--- config.mk ---
export PLATFORM = sky130hd
export DESIGN_NAME = nvsram_host_ctrl
export DESIGN_NICKNAME = d
export VERILOG_FILES = /design/src/pkg/nv_host_pkg.sv /design/src/pkg/cycle_if.sv /design/src/nvsram_host_ctrl.sv /design/src/pin_cycle_engine.sv
export VERILOG_INCLUDE_DIRS = /design/src /design/src/pkg
export SDC_FILE = /design/constraint.sdc
export NUM_CORES = 1
export LEC_CHECK = 0
export BUFFER_PORTS_ARGS = -buffer_cell sky130_fd_sc_hd__buf_2
export CAP_MARGIN = 20
export CORE_ASPECT_RATIO = 0.9
export CORE_MARGIN = 8
export CORE_UTILIZATION = 35
export CTS_CLUSTER_DIAMETER = 60
export DETAILED_ROUTE_END_ITERATION = 16
export PLACE_DENSITY = 0.66
export SYNTH_ARGS = -nofsm -noshare
export SYNTH_HDL_FRONTEND = slang
export SYNTH_SLANG_ARGS = --single-unit
--- constraint.sdc ---
create_clock -name pclk -period 2.3 [get_ports pclk]
set_input_delay 0.23 -clock pclk [delete_from_list [all_inputs] [get_ports pclk]]
set_output_delay 0.23 -clock pclk [all_outputs]
set_load 0.02 [all_outputs]
--- src/pkg/nv_host_defines.svh ---
// Constants for the store/recall host controller
`ifndef NV_HOST_DEFINES_SVH
`define NV_HOST_DEFINES_SVH

// ****************************************
// Register map (APB byte addresses)
// ****************************************
`define REG_CTRL        8'h00
`define REG_ADDR        8'h04
`define REG_WDATA       8'h08
`define REG_STATUS      8'h0C
`define REG_RDATA       8'h10

// Field positions
`define CTRL_OP_HI      2
`define ST_BUSY         0
`define ST_DEV_BUSY     1
`define ST_AUTO_EN      2
`define ST_REFUSED      3
`define ADDR_HI         14
`define DATA_HI         7

// Reset values
`define AUTO_EN_RST     1'b1
`define ZERO32          32'h0000_0000

// ****************************************
// Command addresses, bit 14 always zero
// ****************************************
`define SEQ_A0          15'h0E38
`define SEQ_A1          15'h31C7
`define SEQ_A2          15'h03E0
`define SEQ_A3          15'h3C1F
`define SEQ_A4          15'h303F
`define SEQ_STORE       15'h0FC0
`define SEQ_RECALL      15'h0C63
`define SEQ_AUTO_OFF    15'h03F8
`define SEQ_AUTO_ON     15'h07F0
`define SEQ_LAST        3'h5

// ****************************************
// Timing
// ****************************************
`define CLK_NS          100
`define CYCLE_NS        45
`define HSB_PULSE_NS    15
`define TSS_US          70
`define RECALL_US       50
`define STROBE_CYC      2'h3
`define HSB_PULSE_CYC   (((`HSB_PULSE_NS) + `CLK_NS - 1) / `CLK_NS)
`define TSS_CYC         ((`TSS_US * 1000) / `CLK_NS)
`define RECALL_CYC      ((`RECALL_US * 1000) / `CLK_NS)
`define WAIT_W          11
`endif

--- src/pkg/nv_host_pkg.sv ---
// Types shared by the store/recall host controller
package nv_host_pkg;
    // Operation codes written to the control register
    typedef enum logic [2:0] {
        OP_NONE     = 3'h0,
        OP_READ     = 3'h1,
        OP_WRITE    = 3'h2,
        OP_STORE    = 3'h3,
        OP_RECALL   = 3'h4,
        OP_AUTO_ON  = 3'h5,
        OP_AUTO_OFF = 3'h6,
        OP_HW_STORE = 3'h7
    } op_t;

    // Command sequencer states
    typedef enum logic [5:0] {
        C_IDLE  = 6'h01,
        C_SEQ   = 6'h02,
        C_CYC   = 6'h04,
        C_PULSE = 6'h08,
        C_WAIT  = 6'h10,
        C_BUSYW = 6'h20
    } ctl_state_t;

    // Pin cycle engine states
    typedef enum logic [3:0] {
        E_IDLE    = 4'h1,
        E_SETUP   = 4'h2,
        E_STROBE  = 4'h4,
        E_RECOVER = 4'h8
    } eng_state_t;
endpackage

--- src/pkg/cycle_if.sv ---
// Request and answer carrier between sequencer and pin engine
`timescale 1ns/1ns
interface cycle_if;
    logic        req;    // One-cycle request
    logic        wr;     // Write when high
    logic [14:0] addr;   // Byte address
    logic [7:0]  wdata;  // Write byte
    logic        done;   // One-cycle completion
    logic [7:0]  rdata;  // Byte read

    modport master (output req, output wr, output addr, output wdata,
                    input done, input rdata);
    modport engine (input req, input wr, input addr, input wdata,
                    output done, output rdata);
endinterface

--- src/nvsram_host_ctrl.sv ---
// APB-controlled host for a store/recall static RAM
//
// Decided for this implementation: the APB slave port and the address map.
`timescale 1ns/1ns
`include "nv_host_defines.svh"
module nvsram_host_ctrl
    import nv_host_pkg::*;
(
    // Clock and reset
    input  wire logic        pclk,
    input  wire logic        presetn,
    // APB slave
    input  wire logic        psel,
    input  wire logic        penable,
    input  wire logic        pwrite,
    input  wire logic [7:0]  paddr,
    input  wire logic [31:0] pwdata,
    output logic [31:0]      prdata,
    output logic             pready,
    output logic             pslverr,
    // Memory pins
    output logic             ce_n,
    output logic             we_n,
    output logic             oe_n,
    output logic [14:0]      mem_addr,
    output logic [7:0]       data_o,
    output logic             data_oe_n,
    input  wire logic [7:0]  data_i,
    // Store/busy pin, open drain
    output logic             hw_store_busy_n_o,
    output logic             hw_store_busy_n_oe_n,
    input  wire logic        hw_store_busy_n_i
);
    // ****************************************
    // Declarations
    // ****************************************
    cycle_if cyc ();                          // Carrier to pin engine
    ctl_state_t       st_r,   st_nxt;        // Sequencer state
    op_t              op_r,   op_nxt;        // Running operation
    logic [2:0]       stp_r,  stp_nxt;       // Sequence step
    logic [`WAIT_W-1:0] cnt_r, cnt_nxt;      // Wait counter
    logic [14:0]      adr_r,  adr_nxt;       // Address register
    logic [7:0]       wd_r,   wd_nxt;        // Write data register
    logic [7:0]       rd_r,   rd_nxt;        // Read data register
    logic             aen_r,  aen_nxt;       // Automatic store setting record
    logic             ref_r,  ref_nxt;       // Refused command flag
    logic             drv_r,  drv_nxt;       // Driving busy pin low
    logic [31:0]      prd_r,  prd_nxt;       // APB read data
    logic             req_nxt;               // Cycle request
    logic             h1_r,   h2_r;          // Busy pin synchroniser
    logic [14:0]      seq_a;                 // Address of current step
    logic             apb_wr, apb_rd, known; // Decoded bus phases
    op_t              wop;                   // Written operation

    assign apb_wr = psel && penable && pwrite;
    assign apb_rd = psel && !penable && !pwrite;
    assign known  = (paddr == `REG_CTRL)   || (paddr == `REG_ADDR) ||
                    (paddr == `REG_WDATA)  || (paddr == `REG_STATUS) ||
                    (paddr == `REG_RDATA);
    assign wop    = op_t'(pwdata[`CTRL_OP_HI:0]);

    // Command address for each step of a sequence
    always_comb begin
        unique case (stp_r)
            3'h0: seq_a = `SEQ_A0;
            3'h1: seq_a = `SEQ_A1;
            3'h2: seq_a = `SEQ_A2;
            3'h3: seq_a = `SEQ_A3;
            3'h4: seq_a = `SEQ_A4;
            default: begin
                unique case (op_r)
                    OP_STORE:    seq_a = `SEQ_STORE;
                    OP_RECALL:   seq_a = `SEQ_RECALL;
                    OP_AUTO_OFF: seq_a = `SEQ_AUTO_OFF;
                    default:     seq_a = `SEQ_AUTO_ON;
                endcase
            end
        endcase
    end

    // ****************************************
    // Sequencer and registers, next values
    // ****************************************
    always_comb begin
        st_nxt  = st_r;
        op_nxt  = op_r;
        stp_nxt = stp_r;
        cnt_nxt = cnt_r;
        adr_nxt = adr_r;
        wd_nxt  = wd_r;
        rd_nxt  = rd_r;
        aen_nxt = aen_r;
        ref_nxt = ref_r;
        req_nxt = 1'b0;
        prd_nxt = prd_r;
        // Register writes take effect in the access phase, when pready is seen
        if (apb_wr && paddr == `REG_ADDR) begin
            adr_nxt = pwdata[`ADDR_HI:0];
        end
        if (apb_wr && paddr == `REG_WDATA) begin
            wd_nxt = pwdata[`DATA_HI:0];
        end
        // Reading status clears the refused flag
        if (apb_rd && paddr == `REG_STATUS) begin
            ref_nxt = 1'b0;
        end
        unique case (st_r)
            C_IDLE: begin
                // Device busy also refuses new work
                if (apb_wr && paddr == `REG_CTRL && wop != OP_NONE) begin
                    op_nxt  = wop;
                    stp_nxt = 3'h0;
                    if (!h2_r) begin
                        ref_nxt = 1'b1;
                        st_nxt  = C_IDLE;
                    end else if (wop == OP_READ || wop == OP_WRITE) begin
                        st_nxt = C_SEQ;
                    end else if (wop == OP_HW_STORE) begin
                        cnt_nxt = `WAIT_W'(`HSB_PULSE_CYC - 1);
                        st_nxt  = C_PULSE;
                    end else begin
                        st_nxt = C_SEQ;
                    end
                end
            end
            C_SEQ: begin
                // Issue one pin cycle; sequence steps are reads only
                req_nxt = 1'b1;
                st_nxt  = C_CYC;
            end
            C_CYC: begin
                if (cyc.done) begin
                    if (!cyc.wr) begin
                        rd_nxt = cyc.rdata;
                    end
                    if (op_r == OP_READ || op_r == OP_WRITE) begin
                        st_nxt = C_IDLE;
                    end else if (stp_r == `SEQ_LAST) begin
                        // Allow command processing, plus recall lockout
                        if (op_r == OP_RECALL) begin
                            cnt_nxt = `WAIT_W'(`TSS_CYC + `RECALL_CYC);
                        end else begin
                            cnt_nxt = `WAIT_W'(`TSS_CYC);
                        end
                        if (op_r == OP_AUTO_ON) begin
                            aen_nxt = 1'b1;
                        end else if (op_r == OP_AUTO_OFF) begin
                            aen_nxt = 1'b0;
                        end
                        st_nxt = C_WAIT;
                    end else begin
                        stp_nxt = stp_r + 3'h1;
                        st_nxt  = C_SEQ;
                    end
                end
            end
            C_PULSE: begin
                // Busy pin held low for the request pulse
                if (cnt_r == `WAIT_W'(0)) begin
                    cnt_nxt = `WAIT_W'(`TSS_CYC);
                    st_nxt  = C_WAIT;
                end else begin
                    cnt_nxt = cnt_r - `WAIT_W'(1);
                end
            end
            C_WAIT: begin
                // Latency before the device shows busy
                if (cnt_r == `WAIT_W'(0)) begin
                    st_nxt = C_BUSYW;
                end else begin
                    cnt_nxt = cnt_r - `WAIT_W'(1);
                end
            end
            C_BUSYW: begin
                // Wait while the device pulls the pin low for a store
                if (h2_r) begin
                    st_nxt = C_IDLE;
                end
            end
            default: begin
                st_nxt = C_IDLE;
            end
        endcase
        // A refusal in the same cycle as the clear still sticks
        if (apb_wr && paddr == `REG_CTRL && st_r != C_IDLE) begin
            ref_nxt = 1'b1;
        end
        drv_nxt = (st_nxt == C_PULSE);
        // Read data is captured in the setup phase
        if (apb_rd) begin
            prd_nxt = `ZERO32;
            unique case (paddr)
                `REG_CTRL:   prd_nxt[`CTRL_OP_HI:0] = op_r;
                `REG_ADDR:   prd_nxt[`ADDR_HI:0]    = adr_r;
                `REG_WDATA:  prd_nxt[`DATA_HI:0]    = wd_r;
                `REG_RDATA:  prd_nxt[`DATA_HI:0]    = rd_r;
                `REG_STATUS: begin
                    prd_nxt[`ST_BUSY]     = (st_r != C_IDLE);
                    prd_nxt[`ST_DEV_BUSY] = !h2_r;
                    prd_nxt[`ST_AUTO_EN]  = aen_r;
                    prd_nxt[`ST_REFUSED]  = ref_r;
                end
                default:     prd_nxt = `ZERO32;
            endcase
        end
    end

    // Registers of the sequencer
    always_ff @(posedge pclk or negedge presetn) begin
        if (!presetn) begin
            st_r      <= C_IDLE;
            op_r      <= OP_NONE;
            stp_r     <= 3'h0;
            cnt_r     <= `WAIT_W'(0);
            adr_r     <= 15'h0000;
            wd_r      <= 8'h00;
            rd_r      <= 8'h00;
            aen_r     <= `AUTO_EN_RST;
            ref_r     <= 1'b0;
            drv_r     <= 1'b0;
            prd_r     <= `ZERO32;
            cyc.req   <= 1'b0;
            cyc.wr    <= 1'b0;
            cyc.addr  <= 15'h0000;
            cyc.wdata <= 8'h00;
            h1_r      <= 1'b1;
            h2_r      <= 1'b1;
        end else begin
            st_r      <= st_nxt;
            op_r      <= op_nxt;
            stp_r     <= stp_nxt;
            cnt_r     <= cnt_nxt;
            adr_r     <= adr_nxt;
            wd_r      <= wd_nxt;
            rd_r      <= rd_nxt;
            aen_r     <= aen_nxt;
            ref_r     <= ref_nxt;
            drv_r     <= drv_nxt;
            prd_r     <= prd_nxt;
            cyc.req   <= req_nxt;
            cyc.wr    <= (op_r == OP_WRITE);
            cyc.addr  <= (op_r == OP_READ || op_r == OP_WRITE) ? adr_r : seq_a;
            cyc.wdata <= wd_r;
            h1_r      <= hw_store_busy_n_i;
            h2_r      <= h1_r;
        end
    end

    // ****************************************
    // Bus answer and pin engine
    // ****************************************
    assign prdata               = prd_r;
    assign pready               = 1'b1;
    assign pslverr              = psel && penable && !known;
    assign hw_store_busy_n_o    = 1'b0;
    assign hw_store_busy_n_oe_n = !drv_r;

    pin_cycle_engine u_engine (
        .pclk      (pclk),
        .presetn   (presetn),
        .cyc       (cyc.engine),
        .ce_n      (ce_n),
        .we_n      (we_n),
        .oe_n      (oe_n),
        .mem_addr  (mem_addr),
        .data_o    (data_o),
        .data_oe_n (data_oe_n),
        .data_i    (data_i)
    );
endmodule // nvsram_host_ctrl

--- src/pin_cycle_engine.sv ---
// Runs one select-controlled read or write cycle on the memory pins
`timescale 1ns/1ns
`include "nv_host_defines.svh"
module pin_cycle_engine
    import nv_host_pkg::*;
(
    // Clock and reset
    input  wire logic       pclk,
    input  wire logic       presetn,
    // Sequencer side
    cycle_if.engine         cyc,
    // Memory pins
    output logic            ce_n,
    output logic            we_n,
    output logic            oe_n,
    output logic [14:0]     mem_addr,
    output logic [7:0]      data_o,
    output logic            data_oe_n,
    input  wire logic [7:0] data_i
);
    // ****************************************
    // State
    // ****************************************
    eng_state_t  st_r,  st_nxt;     // Engine state
    logic [1:0]  cnt_r, cnt_nxt;    // Strobe length counter
    logic        wr_r,  wr_nxt;     // Cycle is a write
    logic        ce_r,  ce_nxt;     // Select, active low
    logic        we_r,  we_nxt;     // Write strobe, active low
    logic        oe_r,  oe_nxt;     // Output enable, active low
    logic [14:0] a_r,   a_nxt;      // Address latch
    logic [7:0]  d_r,   d_nxt;      // Write data latch
    logic        doe_r, doe_nxt;    // Data drive enable, low drives
    logic [7:0]  rd_r,  rd_nxt;     // Captured read byte
    logic        dn_r,  dn_nxt;     // Done pulse
    logic [7:0]  s1_r,  s2_r;       // Data input synchroniser

    // Next-state logic for one bus cycle
    always_comb begin
        st_nxt  = st_r;
        cnt_nxt = cnt_r;
        wr_nxt  = wr_r;
        ce_nxt  = ce_r;
        we_nxt  = we_r;
        oe_nxt  = oe_r;
        a_nxt   = a_r;
        d_nxt   = d_r;
        doe_nxt = doe_r;
        rd_nxt  = rd_r;
        dn_nxt  = 1'b0;
        unique case (st_r)
            E_IDLE: begin
                // Latch request; select stays high so the next fall is fresh
                if (cyc.req) begin
                    a_nxt   = cyc.addr;
                    d_nxt   = cyc.wdata;
                    wr_nxt  = cyc.wr;
                    doe_nxt = !cyc.wr;
                    st_nxt  = E_SETUP;
                end
            end
            E_SETUP: begin
                // Address settled, open the strobe
                ce_nxt  = 1'b0;
                we_nxt  = !wr_r;
                oe_nxt  = wr_r;
                cnt_nxt = `STROBE_CYC - 2'h1;
                st_nxt  = E_STROBE;
            end
            E_STROBE: begin
                if (cnt_r == 2'h0) begin
                    // Strobe long enough for the synchroniser to see data
                    if (!wr_r) begin
                        rd_nxt = s2_r;
                    end
                    ce_nxt = 1'b1;
                    we_nxt = 1'b1;
                    oe_nxt = 1'b1;
                    dn_nxt = 1'b1;
                    st_nxt = E_RECOVER;
                end else begin
                    cnt_nxt = cnt_r - 2'h1;
                end
            end
            E_RECOVER: begin
                // Data released one clock after the strobe ends for hold
                doe_nxt = 1'b1;
                st_nxt  = E_IDLE;
            end
            default: begin
                st_nxt = E_IDLE;
            end
        endcase
    end

    // Registers of the engine
    always_ff @(posedge pclk or negedge presetn) begin
        if (!presetn) begin
            st_r  <= E_IDLE;
            cnt_r <= 2'h0;
            wr_r  <= 1'b0;
            ce_r  <= 1'b1;
            we_r  <= 1'b1;
            oe_r  <= 1'b1;
            a_r   <= 15'h0000;
            d_r   <= 8'h00;
            doe_r <= 1'b1;
            rd_r  <= 8'h00;
            dn_r  <= 1'b0;
            s1_r  <= 8'h00;
            s2_r  <= 8'h00;
        end else begin
            st_r  <= st_nxt;
            cnt_r <= cnt_nxt;
            wr_r  <= wr_nxt;
            ce_r  <= ce_nxt;
            we_r  <= we_nxt;
            oe_r  <= oe_nxt;
            a_r   <= a_nxt;
            d_r   <= d_nxt;
            doe_r <= doe_nxt;
            rd_r  <= rd_nxt;
            dn_r  <= dn_nxt;
            s1_r  <= data_i;
            s2_r  <= s1_r;
        end
    end

    // Outputs straight from flops
    assign ce_n      = ce_r;
    assign we_n      = we_r;
    assign oe_n      = oe_r;
    assign mem_addr  = a_r;
    assign data_o    = d_r;
    assign data_oe_n = doe_r;
    assign cyc.done  = dn_r;
    assign cyc.rdata = rd_r;
endmodule // pin_cycle_engine

==> results of run 1 <==
-- stage by stage --
step	utilization [%]	hold WS, ns	std cells	setup TNS (ns)	total power [µW]
after floorplan	-	-0.0656	647	-0.305	2990
after global placement	40.2	0.202	974	-0.250	3110
after detailed placement	40.2	0.213	974	-0.515	3110
after CTS	44.5	0.0348	1018	-0.134	6340
after global routing	44.7	0.0346	1018	-0.492	6490
final	44.7	0.0462	1018	-0.102	6280
-- routing by layer --
| layer | GRT usage, % | vias to the layer above | part of all wire, % |
|---|---|---|---|
| li1 | - | 2445 | - |
| met1 | 20.1 | 2560 | 47 |
| met2 | 21.7 | 169 | 46 |
| met3 | 3.97 | 15 | 6.8 |
| met4 | 3.77 | 0 | 0.84 |
| met5 | 0 | - | 0 |
-- power by group --
| group | leakage [µW] | switching [µW] | internal, µW |
|---|---|---|---|
| combinational | 0.00186 | 160 | 79.0 |
| clock | 0.000328 | 1140 | 2070 |
| sequential | 0.00206 | 19.9 | 2820 |
| total | 0.00425 | 1320 | 4960 |
-- state kept, by name (all words and copies together), names as in the netlist, 2 cells and up --
register	count
u_engine.cyc.rdata	8
cyc.wdata	8
u_engine.data_o	8
op_r	3
adr_r	15
stp_r	3
cyc.addr	15
cnt_r	11
rd_r	8
u_engine.st_r	4
wd_r	8
st_r	6
u_engine.s1_r	8
prdata	15
u_engine.s2_r	8
u_engine.cnt_r	2
u_engine.mem_addr	15
-- critical path, cell delays in order, from the launching register on --
cell     delay [ns]
dfrtp_1        0.37
or4_4          0.53
or4_4          0.50
a22o_4         0.24
or2_4          0.24
buf_6          0.14
o22a_1         0.20
-- cell usage in the layout (no fill, tap or decap), types with 6 or more instances in the layout --
master and n:
a222oi_1 7, o22a_1 6, a211oi_1 6, buf_2 80
nor2_1 40, a21oi_1 12, o21ai_0 28, bufinv_16 6
nand2_1 112, conb_1 19, nand3_1 16, inv_1 20
a31oi_1 6, clkbuf_16 17, mux2_2 42, buf_4 39
ha_1 8, dlygate4sd3_1 10, nor3_1 12, dfstp_2 9
dfrtp_1 149
-- area by class of cell --
class                      count  area share (%)
tap                          250            3.64
clock buffer                  18            5.12
timing repair buffer         133            9.97
clock inverter                13            2.71
multi-input combinational    425            31.4
sequential                   158            46.2
inverter                      21           0.919
-- cells by family (layout without fill, tap and decap cells) --
family | count (synthesis) | count (layout)
and+or+nand+nor | 233 | 233
DFF | 158 | 158
AOI/OAI and AO/OA | 117 | 117
buffers and inverters | 64 | 185
muxes | 46 | 46
adders and majority gates | 8 | 8
other | 2 | 19
xor gates and xnor gates | 2 | 2
-- timing repair --
action | 4_1_cts | 5_1_grt
cloned | 1 | 0
pin swaps | 6 | 3
setup endpoints to repair | 9 | 13
buffers inserted | 2 | 0
hold endpoints to repair | 53 | 0
hold buffers | 10 | 0
resized for setup | 6 | 9
-- how the worst max path moves through the flow --
stage	endpoint	slack, ns	depth (start not counted)
floorplan	cnt_r[4]	-0.06	6
global placement	cnt_r[7]	-0.04	6
detailed placement	cnt_r[6]	-0.13	6
CTS	cnt_r[6]	-0.04	6
global route	cnt_r[7]	-0.08	6
finish	cnt_r[7]	-0.03	6
==> reports/metrics.yaml, run 1 <==
sta:
  rsz0062_at_grt: "true"
  post-route-min-period_ns: 2.33
  setup_slack_ns: -0.0287
  fmax_mhz: 429
  setup_viol: 5
  report.final.slew_viol_count: 0
  max_slew.worst_pin.slew_ns: 0.914
  skew_ns: 0.00892
  finalCritPeriodShare_pct: 101
  hold_viol_final: 0
  slew_headroom_pct: 38.9
hold_path:
  worstHoldStart: "pwdata[9]"
  worstHoldPathType: "input port to flop"
  hold_end: "adr_r[9]"
  hold-path-cell-count: 2
detailed_routing:
  antenna_left: 0
  initialDrtViolationCount: 554
  finalWirelength_um: 17000
  vias: 5189
  drc: 0
  first_pass_iters: 5
  drt-vias-per-instance: 5.10
  route.detailed.wl_per_inst_um: 16.7
final_layout:
  fill_cells: 1804
  nNetsFinal: 818
  syn_to_final_growth_pct: 25.1
  design_area_um2: 8580
  layout-drive-gt1-share_pct: 29.6
  multi_input_area_um2: 2700
  num_antenna_cells: 0
  ff_latch_area_um2: 3970
yosys:
  synth-edff-count: 0
  yosys-top-cells-area: "dfrtp_1 (54%), mux2_2 (6.9%), nand2_1 (6.1%)"
  synth_xor_area_share_pct: 0.255
  synth-seq-area-share_pct: 57.8
  synthFlopType: "dfrtp_1"
  synth_seq_cells: 158
  netlist_instances: 630
  synth.mux.area_fraction_pct: 7.48
  synth_top_area_share_pct: 54.4
  syn-cell-area_um2: 6860
  synth.most_common_cell: "dfrtp_1"
  synth_top_family_by_area: "simple AND/OR/NAND/NOR gates"
  yosys.area.top_type: "dfrtp_1"
  synthTopCellsByCount: "dfrtp_1 (149), nand2_1 (112), mux2_2 (42)"
  ys.warnings.count: 0
  synth-simple-area-share_pct: 16.2
  synth_fa_ha_area_share_pct: 1.46
  synth_cell_types: 69
  synth_compound_area_share_pct: 12.1
  async_flop_share_pct: 100
  syn_avg_cell_area_um2: 10.9
clocking:
  cts_tree: "yes"
  root_buffer: "clkbuf_16"
  clock-sinks: 158
  cts-buffers-inserted: 17
  clk_pin_slew_ns: 0.06
  clock_path_buffers: 2
  htree_levels: 4
  insertion_delay_ns: 0.43
job:
  drv_cap: 0
critical_path:
  cp-end-kind: "flop"
  crit_required_ns: 2.61
  startpoint_type: "flop"
  startpoint: "st_r[3]"
  cp.arrival_ns: 2.64
  r2r-end: "cnt_r[7]"
  crit_fanout: 5
  r2r-start: "st_r[3]"
  criticalPathCategory: "flop to flop"
  r2r_slack_ns: -0.03
  r2r_cells: 6
grt:
  grt_start_max_net_pins: 53
  grt_pass1_vias: 5251
  track_usage_pct: 14.4
  grt_pass1_wl_um: 27900
  antenna_found_initial: 0
  grt-ovfl-total: 0
floorplan:
  die_w_um: 164
  initial_utilization_pct: 35.7
  io_pins: 117
  die_h_um: 149
  die_area_um2: 24300
  core_um2: 19200
  row_count: 48
place:
  dp_hpwl_um: 12300
  port_buffers: 80
  gp_congestion: 0.865
  place_ws_ns: -0.130
  dpl_cell_area_um2: 7730
pwr:
  p_leak_uw: 0.00425
  p_per_area_nw_per_um2: 732
  ir_drop_v: 0.000477
run_status:
  outcome: "finished with violations"
  violations: "setup timing"
(Power assumes the default switching activity.)
==> inputs of run 2 (changes only) <==
--- a/config.mk
+++ b/config.mk
@@ -8,12 +8,15 @@
 export LEC_CHECK = 0
 export BUFFER_PORTS_ARGS = -buffer_cell sky130_fd_sc_hd__buf_2
 export CAP_MARGIN = 20
+export CELL_PAD_IN_SITES_DETAIL_PLACEMENT = 2
+export CELL_PAD_IN_SITES_GLOBAL_PLACEMENT = 2
 export CORE_ASPECT_RATIO = 0.9
 export CORE_MARGIN = 8
-export CORE_UTILIZATION = 35
+export CORE_UTILIZATION = 33
 export CTS_CLUSTER_DIAMETER = 60
 export DETAILED_ROUTE_END_ITERATION = 16
-export PLACE_DENSITY = 0.66
+export PLACE_DENSITY = 0.86
+export SKIP_LAST_GASP = 1
 export SYNTH_ARGS = -nofsm -noshare
 export SYNTH_HDL_FRONTEND = slang
 export SYNTH_SLANG_ARGS = --single-unit
==> reports/metrics.yaml, run 2 (synthesized netlist as in run 1, its figures left out) <==
sta:
  setup_slack_ns: -0.0236
  max_slew.worst_pin.slew_ns: 0.686
  slew_headroom_pct: 54.2
  fmax_mhz: 430
  setup_viol: 4
  rsz0062_at_grt: "true"
  finalCritPeriodShare_pct: 101
  report.final.slew_viol_count: 0
  hold_viol_final: 0
  skew_ns: 0.00708
  post-route-min-period_ns: 2.32
pwr:
  p_seq_share_pct: 45.8
  internal_power_uw: 4760
  p_per_area_nw_per_um2: 716
  p_leak_uw: 0.00428
  pwr-share-clk_pct: 50.1
  netSwitchingPower_uw: 1430
  p_total_uw: 6200
  pwr-share-comb_pct: 4.1
  ir_drop_v: 0.000438
  sw_frac_of_total_pct: 23.1
critical_path:
  criticalPathCategory: "flop to flop"
  r2r_slack_ns: -0.02
  startpoint_type: "flop"
  crit_chain: "or4_4 > or4_4 > a22o_4 > or2_4 > buf_6 > o311ai_1"
  worst_path_most_repeated_cell: "or4_4"
  path_buf_inv: 1
  r2r_cells: 6
  crit_required_ns: 2.63
  cp-end-kind: "flop"
  r2r-start: "st_r[5]"
  crit_family: "simple AND/OR/NAND/NOR gates"
  r2r-end: "cnt_r[6]"
  crit_fanout: 5
  critPathMaxStageDelay_ns: 0.55
  cp.arrival_ns: 2.65
  cp.depth: 6
  critPathSlowestCell: "or4_4"
final_layout:
  fill_cells: 2151
  nNetsFinal: 824
  multi_input_area_um2: 2730
  final_cell_mix: "dfrtp_1 (149), nand2_1 (112), buf_2 (80)"
  ff_latch_area_um2: 3970
  layout-drive-gt1-share_pct: 31.0
  syn_to_final_growth_pct: 26.2
  final_common_cell: "dfrtp_1"
  final_cells: 1036
clocking:
  htree_levels: 4
  root_buffer: "clkbuf_16"
  insertion_delay_ns: 0.43
  cts-buffers-inserted: 17
  cts_tree: "yes"
  clk_pin_slew_ns: 0.07
  clock_path_buffers: 2
  clock-sinks: 158
hold_path:
  worstHoldStart: "pwdata[14]"
  hold_end: "adr_r[14]"
  worstHoldPathType: "input port to flop"
  hold-path-cell-count: 2
floorplan:
  initial_utilization_pct: 33.3
  die_w_um: 168
  die_h_um: 153
  io_pins: 117
  core_um2: 20600
  die_area_um2: 25700
  row_count: 50
grt:
  antenna_found_initial: 1
  grt_pass1_vias: 6560
  grt_pass1_wl_um: 38100
  grt-ovfl-total: 0
  track_usage_pct: 19.1
  grt_start_max_net_pins: 57
detailed_routing:
  vias: 5579
  drc: 0
  first_pass_iters: 5
  finalWirelength_um: 24000
  initialDrtViolationCount: 395
  route.detailed.wl_per_inst_um: 23.2
  antenna_left: 0
  drt-vias-per-instance: 5.39
run_status:
  violations: "setup timing"
  outcome: "finished with violations"
place:
  dp.cells: 989
  port_buffers: 80
  gp_congestion: 0.828
  dp_hpwl_um: 16200
job:
  drv_cap: 0
==> run 2: cell count changes in the layout (fill, tap and decap cells not counted), moves of 2 or more <==
cell,before,now
bufinv_16,6,4
inv_6,4,6
mux2_4,0,2
clkinv_4,0,2
buf_4,39,43
mux2_2,42,40
==> run 2: area by class of cell <==
type                            instances  share of cell area [%]
Antenna cell                            1                  0.0289
Clock buffer                           18                    5.07
Clock inverter                         14                    2.34
Inverter                               21                   0.911
Multi-Input combinational cell        425                    31.5
Sequential cell                       158                    45.8
Tap cell                              260                    3.76
Timing Repair Buffer                  139                    10.6
==> run 2: metal layers <==
metal  share of wire (%)  global-route usage, %
met4                 1.9                   7.22
met1                  41                   22.1
met5                   0                      0
met3                 4.6                   4.27
met2                  53                   34.0
==> run 2: power by group through the flow <==
| stage | sequential, µW | clock [µW] | combinational, µW |
|---|---|---|---|
| after floorplan | 2890 | 0 | 102 |
| after global placement | 2890 | 0 | 228 |
| after detailed placement | 2890 | 0 | 239 |
| after CTS | 2840 | 3170 | 258 |
| after global routing | 2840 | 3270 | 278 |
| final | 2840 | 3110 | 255 |
==> run 2: repair_timing <==
action	4_1_cts	5_1_grt
gates cloned	1	0
endpoints found under the setup margin	18	17
setup buffers	1	2
hold buffers	10	0
resized for setup	9	16
hold endpoints to repair	51	0
pin swaps	3	5
==> run 2: worst reg2reg max path, delay by kind of cell, from the launching register on <==
family                 cells  cell delay [ns]
DFF                        1             0.39
AOI/OAI and AO/OA          2             0.46
buffers and inverters      1             0.13
and+or+nand+nor            3             1.24
==> run 2: stage by stage <==
stage / worst slack, ns / instance area, µm² / utilization [%] / TNS [ns] / hold WS, ns
4_1_cts: -0.00945 / 8580 / 41.7 / -0.0306 / 0.0290
3_3_place_gp: -0.0507 / 7790 / 37.9 / -0.312 / 0.219
3_5_place_dp: -0.148 / 7790 / 37.9 / -0.864 / 0.227
6_report: -0.0236 / 8660 / 42.1 / -0.0751 / 0.0447
5_1_grt: -0.0589 / 8660 / 42.1 / -0.581 / 0.0342
2_1_floorplan: -0.0631 / 6920 / - / -0.305 / -0.0656
==> run 2: worst max path at each step <==
stage | from | end | slack (ns)
after floorplan | st_r[2] | cnt_r[4] | -0.06
after global placement | st_r[5] | cnt_r[5] | -0.05
after detailed placement | st_r[5] | cnt_r[6] | -0.15
after CTS | st_r[5] | cnt_r[7] | -0.009
after global routing | st_r[5] | cnt_r[7] | -0.06
final | st_r[5] | cnt_r[6] | -0.02
